**config.mk**
```make
export PLATFORM = sky130hd
export DESIGN_NAME = mrcm_mapper
export DESIGN_NICKNAME = d
export VERILOG_FILES = /design/src/mrcm_pkg.sv /design/src/mrcm_mapper.sv
export SDC_FILE = /design/constraint.sdc
export NUM_CORES = 2
export LEC_CHECK = 0
export BUFFER_PORTS_ARGS = -buffer_cell sky130_fd_sc_hd__clkbuf_2
export CAP_MARGIN = 20
export CORE_ASPECT_RATIO = 1.4
export CORE_UTILIZATION = 33
export CTS_CLUSTER_SIZE = 16
export DETAILED_ROUTE_END_ITERATION = 8
export SLEW_MARGIN = 20
export SYNTH_ARGS = -nofsm -noshare
export SYNTH_HDL_FRONTEND = slang
export SYNTH_SLANG_ARGS = --single-unit
export TNS_END_PERCENT = 20
```
**constraint.sdc**
```tcl
create_clock -name clk_sys -period 10.9 [get_ports clk_sys]
set_input_delay 0.545 -clock clk_sys [delete_from_list [all_inputs] [get_ports clk_sys]]
set_output_delay 0.545 -clock clk_sys [all_outputs]
set_load 0.01 [all_outputs]
```
**src/mrcm_pkg.sv**
```systemverilog
`default_nettype none
package mrcm_pkg;
	// core clock and the microsecond enable derived from it
	localparam int CLK_MHZ = 250;
	localparam int TICK_TIME_US = 1;
	localparam int US_TICK_CYCLES = TICK_TIME_US * CLK_MHZ;
	// frequency-mode gate window, counted in microsecond ticks
	localparam int GATE_TIME_US = 1000;
	// command origin codes
	localparam logic [1:0] SRC_ANALOG = 2'h0;
	localparam logic [1:0] SRC_PWM = 2'h1;
	localparam logic [1:0] SRC_SERIAL = 2'h2;
	localparam logic [1:0] SRC_FREQ = 2'h3;
	// transfer curve codes
	localparam logic [1:0] CURVE_DIRECT = 2'h0;
	localparam logic [1:0] CURVE_LINEAR = 2'h1;
	// closed-loop target codes
	localparam logic LOOP_VELOCITY = 1'b0;
	localparam logic LOOP_CURRENT = 1'b1;
	// full-scale normalized level and divider length
	localparam logic [7:0] FULL_LEVEL = 8'hFF;
	localparam logic [5:0] DIV_STEPS = 6'h20;
	localparam logic [15:0] RST_TARGET = 16'h0000;
	localparam logic [7:0] RST_LEVEL = 8'h00;

	typedef enum {ST_IDLE, ST_NORM, ST_PICK, ST_MAP, ST_LOAD, ST_SCALE} mrcm_state_t;

	// saturate a wide quotient to one byte
	function automatic logic [7:0] mrcm_clamp8(input logic [31:0] v);
		mrcm_clamp8 = (v > 32'(FULL_LEVEL)) ? FULL_LEVEL : v[7:0];
	endfunction

	// distance between two byte values
	function automatic logic [7:0] mrcm_absdiff(input logic [7:0] a, input logic [7:0] b);
		mrcm_absdiff = (a > b) ? a - b : b - a;
	endfunction
endpackage
`default_nettype wire

```
**src/mrcm_mapper.sv**
```systemverilog
// Notes on behaviour
// - select 0 regulates velocity to reference
// - select 1 regulates torque current instead
// - source select picks analog, PWM, serial, frequency
// - analog: zero below entry, linear, clamped
// - PWM: follows duty, zero at entry threshold
// - rate band sets accepted PWM frequency range
// - serial mode: command taken from serial register
// - serial: sleep after long zero, pin low
// - serial: pin above exit leaves sleep
// - serial: standby while register low, pin high
// - frequency: zero below entry, linear, clamped
// - direct curve: target is command times full scale
// - direct curve: small changes leave target unchanged
// - zero command always stops the motor
// - shaped target is level/255 times full scale
// - linear curve: piecewise between clamp levels
// - lower off level with on/off hysteresis
// - hold lower clamp, then ramp through A..E
// - ramp E to upper clamp, then hold
// - upper off level with on/off hysteresis
`timescale 1ns/1ps
`default_nettype none
module mrcm_mapper #(
	parameter int W = 16
) (
	input	wire logic			clk_sys,
	input	wire logic			nrst,
	input	wire logic			closed_loop_target_select,
	input	wire logic [1:0]		source_select,
	input	wire logic [1:0]		curve_select,
	input	wire logic [1:0]		rate_band,
	input	wire logic [W-1:0]		analog_level,
	input	wire logic			cmd_pin,
	input	wire logic [7:0]		serial_cmd,
	input	wire logic [W-1:0]		sb_entry_level,
	input	wire logic [W-1:0]		sb_exit_level,
	input	wire logic [W-1:0]		full_scale_level,
	input	wire logic [7:0]		duty_sb_entry,
	input	wire logic [7:0]		duty_sb_exit,
	input	wire logic [7:0]		serial_sb_level,
	input	wire logic [W-1:0]		sleep_entry_level,
	input	wire logic [W-1:0]		sleep_exit_level,
	input	wire logic [W-1:0]		sleep_entry_delay_us,
	input	wire logic [W-1:0]		full_scale_velocity,
	input	wire logic [W-1:0]		full_scale_current,
	input	wire logic [7:0]		command_deadband,
	input	wire logic [7:0]		lower_off_breakpoint,
	input	wire logic [7:0]		lower_on_breakpoint,
	input	wire logic [7:0]		lower_clamp_breakpoint,
	input	wire logic [4:0][7:0]		cmd_breakpoints,
	input	wire logic [7:0]		upper_clamp_breakpoint,
	input	wire logic [7:0]		upper_on_breakpoint,
	input	wire logic [7:0]		upper_off_breakpoint,
	input	wire logic [7:0]		lower_off_level,
	input	wire logic [7:0]		lower_clamp_level,
	input	wire logic [4:0][7:0]		point_levels,
	input	wire logic [7:0]		upper_clamp_level,
	input	wire logic [7:0]		upper_off_level,
	output	logic [W-1:0]			velocity_target,
	output	logic [W-1:0]			current_target,
	output	logic				loop_mode,
	output	logic [7:0]			norm_command,
	output	logic				standby,
	output	logic				sleep,
	output	logic				target_update
);
	import mrcm_pkg::*;

	localparam logic [W-1:0] WMAX = {W{1'b1}};
	localparam logic [7:0] US_LAST = 8'(US_TICK_CYCLES - 1);
	localparam logic [W-1:0] GATE_LAST = W'(GATE_TIME_US - 1);

	mrcm_state_t		state_reg;
	logic [7:0]		us_cnt_reg;
	logic [5:0]		pre_cnt_reg;
	logic			pin_d_reg;
	logic [W-1:0]		hi_cnt_reg, per_cnt_reg, hi_lat_reg, per_lat_reg;
	logic [W-1:0]		gate_cnt_reg, edge_cnt_reg, freq_lat_reg;
	logic [W-1:0]		zero_us_reg;
	logic			sleep_reg, sb_reg, lo_off_reg, up_off_reg;
	logic [W-1:0]		x_reg;
	logic			x_zero_reg;
	logic [7:0]		norm_reg, held_reg, level_reg, norm_out_reg;
	logic			down_reg;
	logic [7:0]		base_reg;
	logic [31:0]		a_num_reg;
	logic [W-1:0]		a_den_reg;
	logic			div_go_reg;
	logic [31:0]		sh_reg, q_reg;
	logic [W:0]		rem_reg;
	logic [5:0]		div_cnt_reg;
	logic			div_done_reg;
	logic [W-1:0]		vel_reg, cur_reg;
	logic			loop_reg, upd_reg;
	logic			us_tick, pre_tick, rise;
	logic [5:0]		pre_lim;
	logic [W-1:0]		x_c, ex_c, fs_c;
	logic [W:0]		rem_s;
	logic [7:0]		nq;
	logic [7:0]		x0, x1, y0, y1, px, py;
	logic			found, flat, stop_c;

	assign us_tick = (us_cnt_reg == US_LAST);
	// wider bands slow the duty sampler so longer PWM periods still fit the counters
	assign pre_lim = 6'((6'h01 << {rate_band, 1'b0}) - 6'h01);
	assign pre_tick = (pre_cnt_reg == pre_lim);
	assign rise = cmd_pin & ~pin_d_reg;

	// microsecond enable and duty-sampling prescaler
	always_ff @(posedge clk_sys or negedge nrst) begin
		if (!nrst) begin
			us_cnt_reg <= 8'h00;
			pre_cnt_reg <= 6'h00;
		end else begin
			us_cnt_reg <= us_tick ? 8'h00 : us_cnt_reg + 8'h01;
			pre_cnt_reg <= pre_tick ? 6'h00 : pre_cnt_reg + 6'h01;
		end
	end

	// high time and period of the command pin, latched at each rising edge
	always_ff @(posedge clk_sys or negedge nrst) begin
		if (!nrst) begin
			pin_d_reg <= 1'b0;
			hi_cnt_reg <= '0;
			per_cnt_reg <= '0;
			hi_lat_reg <= '0;
			per_lat_reg <= '0;
		end else begin
			pin_d_reg <= cmd_pin;
			if (rise) begin
				hi_lat_reg <= hi_cnt_reg;
				per_lat_reg <= per_cnt_reg;
				// the edge cycle itself is high and part of the new period; skipping it loses one count
				hi_cnt_reg <= pre_tick ? W'(1) : '0;
				per_cnt_reg <= pre_tick ? W'(1) : '0;
			end else if (pre_tick) begin
				if (per_cnt_reg == WMAX) begin
					// steady pin: report 0% or 100% duty
					per_lat_reg <= WMAX;
					hi_lat_reg <= cmd_pin ? WMAX : '0;
				end else begin
					per_cnt_reg <= per_cnt_reg + 1'b1;
					if (cmd_pin)
						hi_cnt_reg <= hi_cnt_reg + 1'b1;
				end
			end
		end
	end

	// rising edges counted over a fixed gate give the input frequency
	always_ff @(posedge clk_sys or negedge nrst) begin
		if (!nrst) begin
			gate_cnt_reg <= '0;
			edge_cnt_reg <= '0;
			freq_lat_reg <= '0;
		end else if (us_tick && gate_cnt_reg == GATE_LAST) begin
			gate_cnt_reg <= '0;
			freq_lat_reg <= edge_cnt_reg;
			edge_cnt_reg <= rise ? W'(1) : '0;
		end else begin
			if (us_tick)
				gate_cnt_reg <= gate_cnt_reg + 1'b1;
			if (rise && edge_cnt_reg != WMAX)
				edge_cnt_reg <= edge_cnt_reg + 1'b1;
		end
	end

	// raw value, linear origin and full scale of the chosen source
	always_comb begin
		x_c = analog_level;
		ex_c = sb_exit_level;
		fs_c = full_scale_level;
		case (source_select)
			SRC_PWM: begin
				x_c = hi_lat_reg;
				ex_c = '0;
				fs_c = per_lat_reg;
			end
			SRC_SERIAL: begin
				x_c = W'(serial_cmd);
				ex_c = '0;
				fs_c = W'(FULL_LEVEL);
			end
			SRC_FREQ: x_c = freq_lat_reg;
			default: x_c = analog_level;
		endcase
	end

	// serial mode sleep: long zero register plus low pin enters, high pin leaves
	always_ff @(posedge clk_sys or negedge nrst) begin
		if (!nrst) begin
			zero_us_reg <= '0;
			sleep_reg <= 1'b0;
		end else if (source_select != SRC_SERIAL) begin
			zero_us_reg <= '0;
			sleep_reg <= 1'b0;
		end else begin
			if (serial_cmd != 8'h00)
				zero_us_reg <= '0;
			else if (us_tick && zero_us_reg != WMAX)
				zero_us_reg <= zero_us_reg + 1'b1;
			if (analog_level > sleep_exit_level)
				sleep_reg <= 1'b0;
			else if (zero_us_reg > sleep_entry_delay_us && analog_level < sleep_entry_level)
				sleep_reg <= 1'b1;
		end
	end

	// standby and curve hysteresis, judged on each fresh normalized command
	assign nq = mrcm_clamp8(q_reg);
	always_ff @(posedge clk_sys or negedge nrst) begin
		if (!nrst) begin
			sb_reg <= 1'b1;
			lo_off_reg <= 1'b1;
			up_off_reg <= 1'b0;
		end else if (state_reg == ST_NORM && div_done_reg) begin
			case (source_select)
				SRC_PWM: begin
					if (nq <= duty_sb_entry)
						sb_reg <= 1'b1;
					else if (nq >= duty_sb_exit)
						sb_reg <= 1'b0;
				end
				SRC_SERIAL: sb_reg <= (nq <= serial_sb_level) && (analog_level > sleep_exit_level);
				default: begin
					if (x_reg <= sb_entry_level)
						sb_reg <= 1'b1;
					else if (x_reg >= sb_exit_level)
						sb_reg <= 1'b0;
				end
			endcase
			if (nq < lower_off_breakpoint)
				lo_off_reg <= 1'b1;
			else if (nq >= lower_on_breakpoint)
				lo_off_reg <= 1'b0;
			if (nq > upper_off_breakpoint)
				up_off_reg <= 1'b1;
			else if (nq < upper_on_breakpoint)
				up_off_reg <= 1'b0;
		end
	end

	// segment of the linear curve holding the command
	always_comb begin
		x0 = 8'h00;
		x1 = 8'h00;
		y0 = upper_clamp_level;
		y1 = upper_clamp_level;
		px = lower_clamp_breakpoint;
		py = lower_clamp_level;
		found = 1'b0;
		if (lo_off_reg) begin
			y0 = lower_off_level;
			found = 1'b1;
		end else if (up_off_reg) begin
			y0 = upper_off_level;
			found = 1'b1;
		end else if (norm_reg <= lower_clamp_breakpoint) begin
			y0 = lower_clamp_level;
			found = 1'b1;
		end
		for (int i = 0; i < 5; i++) begin
			if (!found && norm_reg <= cmd_breakpoints[i]) begin
				x0 = px;
				x1 = cmd_breakpoints[i];
				y0 = py;
				y1 = point_levels[i];
				found = 1'b1;
			end
			px = cmd_breakpoints[i];
			py = point_levels[i];
		end
		if (!found && norm_reg <= upper_clamp_breakpoint) begin
			x0 = px;
			x1 = upper_clamp_breakpoint;
			y0 = py;
			y1 = upper_clamp_level;
		end
		y1 = found && x1 == 8'h00 ? y0 : y1;
		flat = (x1 <= x0) || (y0 == y1);
	end

	// zero command, standby and sleep all force a stopped motor
	assign stop_c = x_zero_reg || sb_reg || sleep_reg;

	// sequencer: normalize, pick level, interpolate, scale; loops forever
	always_ff @(posedge clk_sys or negedge nrst) begin
		if (!nrst) begin
			state_reg <= ST_IDLE;
			div_go_reg <= 1'b0;
			a_num_reg <= '0;
			a_den_reg <= '0;
			x_reg <= '0;
			x_zero_reg <= 1'b1;
			norm_reg <= RST_LEVEL;
			held_reg <= RST_LEVEL;
			level_reg <= RST_LEVEL;
			base_reg <= RST_LEVEL;
			down_reg <= 1'b0;
		end else begin
			div_go_reg <= 1'b0;
			case (state_reg)
				ST_IDLE: begin
					// live settings are re-read on every pass
					x_reg <= x_c;
					x_zero_reg <= (x_c == '0);
					a_num_reg <= (x_c > ex_c) ? 32'(x_c - ex_c) * 32'(FULL_LEVEL) : '0;
					a_den_reg <= (x_c >= fs_c) ? W'(1) : fs_c - ex_c;
					div_go_reg <= 1'b1;
					state_reg <= ST_NORM;
				end
				ST_NORM: begin
					if (div_done_reg) begin
						norm_reg <= (x_reg >= fs_c) ? FULL_LEVEL : nq;
						state_reg <= ST_PICK;
					end
				end
				ST_PICK: begin
					state_reg <= ST_LOAD;
					if (stop_c)
						level_reg <= RST_LEVEL;
					else if (curve_select == CURVE_LINEAR) begin
						level_reg <= y0;
						if (!flat) begin
							base_reg <= y0;
							down_reg <= (y1 < y0);
							a_num_reg <= 32'(norm_reg - x0) * 32'(mrcm_absdiff(y1, y0));
							a_den_reg <= W'(x1 - x0);
							div_go_reg <= 1'b1;
							state_reg <= ST_MAP;
						end
					end else if (mrcm_absdiff(norm_reg, held_reg) >= command_deadband) begin
						held_reg <= norm_reg;
						level_reg <= norm_reg;
					end else
						level_reg <= held_reg;
				end
				ST_MAP: begin
					if (div_done_reg) begin
						if (down_reg)
							level_reg <= (q_reg > 32'(base_reg)) ? 8'h00 : base_reg - q_reg[7:0];
						else
							level_reg <= mrcm_clamp8(32'(base_reg) + q_reg);
						state_reg <= ST_LOAD;
					end
				end
				ST_LOAD: begin
					a_num_reg <= 32'(level_reg) * 32'(closed_loop_target_select ? full_scale_current
						: full_scale_velocity);
					a_den_reg <= W'(FULL_LEVEL);
					div_go_reg <= 1'b1;
					state_reg <= ST_SCALE;
				end
				ST_SCALE: begin
					if (div_done_reg)
						state_reg <= ST_IDLE;
				end
				default: state_reg <= ST_IDLE;
			endcase
		end
	end

	// shared restoring divider, one quotient bit per cycle
	assign rem_s = {rem_reg[W-1:0], sh_reg[31]};
	always_ff @(posedge clk_sys or negedge nrst) begin
		if (!nrst) begin
			sh_reg <= '0;
			q_reg <= '0;
			rem_reg <= '0;
			div_cnt_reg <= 6'h00;
			div_done_reg <= 1'b0;
		end else begin
			div_done_reg <= (div_cnt_reg == 6'h01);
			if (div_go_reg) begin
				sh_reg <= a_num_reg;
				q_reg <= '0;
				rem_reg <= '0;
				div_cnt_reg <= DIV_STEPS;
			end else if (div_cnt_reg != 6'h00) begin
				sh_reg <= {sh_reg[30:0], 1'b0};
				div_cnt_reg <= div_cnt_reg - 6'h01;
				if (rem_s >= {1'b0, a_den_reg}) begin
					rem_reg <= rem_s - {1'b0, a_den_reg};
					q_reg <= {q_reg[30:0], 1'b1};
				end else begin
					rem_reg <= rem_s;
					q_reg <= {q_reg[30:0], 1'b0};
				end
			end
		end
	end

	// result registers: only the selected loop's target is non-zero
	always_ff @(posedge clk_sys or negedge nrst) begin
		if (!nrst) begin
			vel_reg <= RST_TARGET;
			cur_reg <= RST_TARGET;
			loop_reg <= LOOP_VELOCITY;
			upd_reg <= 1'b0;
			norm_out_reg <= RST_LEVEL;
		end else begin
			upd_reg <= 1'b0;
			if (state_reg == ST_SCALE && div_done_reg) begin
				upd_reg <= 1'b1;
				loop_reg <= closed_loop_target_select;
				norm_out_reg <= stop_c ? RST_LEVEL : norm_reg;
				vel_reg <= closed_loop_target_select ? RST_TARGET : q_reg[W-1:0];
				cur_reg <= closed_loop_target_select ? q_reg[W-1:0] : RST_TARGET;
			end
		end
	end

	assign velocity_target = vel_reg;
	assign current_target = cur_reg;
	assign loop_mode = loop_reg;
	assign norm_command = norm_out_reg;
	assign standby = sb_reg;
	assign sleep = sleep_reg;
	assign target_update = upd_reg;
endmodule
`default_nettype wire

```
==> flow_summary.toml <==
[timing]
min_period_over_period_pct = 93.7
min_period_ns = 10.21
setup_tns_ns = 0
slew_violations = 0
rsz0062_at_grt = "false"
finalHoldViolCount = 0
worst_pin_slew_ns = 1.09
finClkSkew_ns = 0.0363
max_clock_freq_mhz = 97.9
setup_viol = 0
maxSlewHeadroom_pct = 27.4
fin_ws_ns = 0.688
holdWs_ns = 0.203

[detailed_routing]
wl_um = 135000
vias = 35800
drtAntennaViolNets = 0
first_iter_violations = 2162
firstDrtPassIters = 8
wl_per_cell_um = 20.0
via_per_inst = 5.28
drc = 0

[grt]
grt_pass1_vias = 36500
grtUsageTotal_pct = 21.8
grt_overflow_total = 0
grt_pass1_wl_um = 211000
antenna_found_initial = 6
grt_max_degree = 144

[synthesis]
synth_edf_count = 0
yosys_warnings = 0
syn_avg_cell_area_um2 = 8.49
netlist_area_um2 = 40200
async_flop_share_pct = 100
ys_seq_area_share_pct = 23.2
netlist.area_leader.share_pct = 23.0
syn_inst = 4732
yosysMostFrequentCell = "inv_1"
synth_top_flop_cell = "dfrtp_1"
synth_seq_cells = 372
ys_types = 89
synth_area_leader_cell = "dfrtp_1"
syn_nets = 5808
netlist_top_cells_area = "dfrtp_1 (23%), ha_1 (15%), fa_1 (12%)"
ys_top_cells_by_count = "inv_1 (658), nand2_1 (531), ha_1 (490)"

[setup_path]
start_kind = "flop"
crit_required_ns = 11.40
worstPathArrival_ns = 10.71
worstPathMaxFanout = 13
path_delay_family = "adder cells"
slowest_delay_ns = 0.56
end_kind = "flop"
critPathBufInv = 8
path_class = "reg2reg"
worst_path_max_delay_cell = "fa_1"

[clocking]
htreeDepth = 2
cts_root_buf = "clkbuf_16"
cts_tree = "done"
cts.sinks = 372
clk_latency_ns = 0.63
cts-buffers-inserted = 47
clock_path_buffers = 3
path_clk_slew_ns = 0.06

[finish]
nets = 6201
fill_cells = 12400
finalNonFillerCells = 6771
drive_above_1_share_pct = 14.4
area.growth.synth_to_final_pct = 14.9

[place]
hpwl_um = 111000
routabilityCongestion = 1.00
place_ws_ns = 0.0318
dp.cells = 6677
portBuffers = 397

[floorplanning]
fp.dieH_um = 415
rows = 151
ioPinCount = 398
placeableCoreArea_um2 = 121000
dieArea_um2 = 123000
start_util_pct = 33.2
die_w_um = 297

[run]
drv_cap = 0

[hold_path]
hp-class = "in2reg"

[outcome]
status = "completed"
==> path summary, 6_finish.rpt <==
check	slack [ns]	from	to	cells after the start
worst max-delay path	0.69	norm_reg[0]	a_num_reg[20]	41
worst min-delay path	0.20	cmd_pin	pin_d_reg	1
worst max register to register	0.69	norm_reg[0]	a_num_reg[20]	41
worst min register to register	0.47	loop_mode	loop_mode	2
max in group asynchronous	8.51	nrst	norm_reg[3]	4
min in group asynchronous	0.51	nrst	per_cnt_reg[10]	2
==> routing by layer <==
layer  vias up  GRT usage (%)  wire length (um)
met5         -              0                11
met1     17500           25.8             54400
met3       272           2.60              6360
met4         2           9.50              6480
met2       980           39.2             68200
li1      17000              -                 -
==> kinds of logic after synthesis <==
kind of cell	after synthesis	share of synthesized area, %
XOR/XNOR	187	4.07
flip-flops	372	23.2
AO/OA/AOI/OAI	1059	17.6
adder cells (fa/ha/maj)	722	26.8
buffers and inverters	824	7.90
multiplexers	144	3.82
AND/OR/NAND/NOR	1424	16.6
==> cell type report <==
class                           instances  area, um2  area share [%]
Clock inverter                         25        398           0.862
Tap cell                             1606       2010            4.35
Antenna cell                            5       12.5          0.0271
Clock buffer                           59       1270            2.75
Sequential cell                       372       9320            20.2
Inverter                              659       2470            5.36
Timing Repair Buffer                  509       2870            6.21
Multi-Input combinational cell       3536      27800            60.3
==> per-stage QoR <==
stage	cell area, um2	util, %
2_1_floorplan	40200	-
3_3_place_gp	44400	36.7
3_5_place_dp	44400	36.7
4_1_cts	46100	38.1
5_1_grt	46200	38.2
6_report	46200	38.2
==> placed cells by master, fill, tap and decap left out, types with 39 or more instances in the layout <==
cell type	Yosys	layout
inv_1	658	658
and2_1	55	54
xnor2_1	94	94
dfrtp_1	369	365
a21oi_1	267	265
a21o_1	111	111
nand2_1	531	527
buf_4	1	109
o21a_1	45	45
o21ai_0	237	236
nor2b_1	70	69
mux2i_1	74	73
ha_1	490	489
nand2b_1	76	76
nand3_1	93	92
mux2_2	68	68
a211oi_1	40	39
nor2_1	329	326
clkbuf_16	0	47
xor2_1	93	92
nor3_1	74	70
fa_1	232	232
nand4_1	58	58
clkbuf_2	0	396
==> repair_timing <==
item                                    4_1_cts  5_1_grt
gates resized for setup                       0       16
hold endpoints to repair                     62        0
hold buffers                                  1        0
setup buffers                                 0        4
endpoints found under the setup margin        0       14
Power is not shown: default switching activity piles up to over one toggle a cycle in this logic, so the estimate is an artifact.
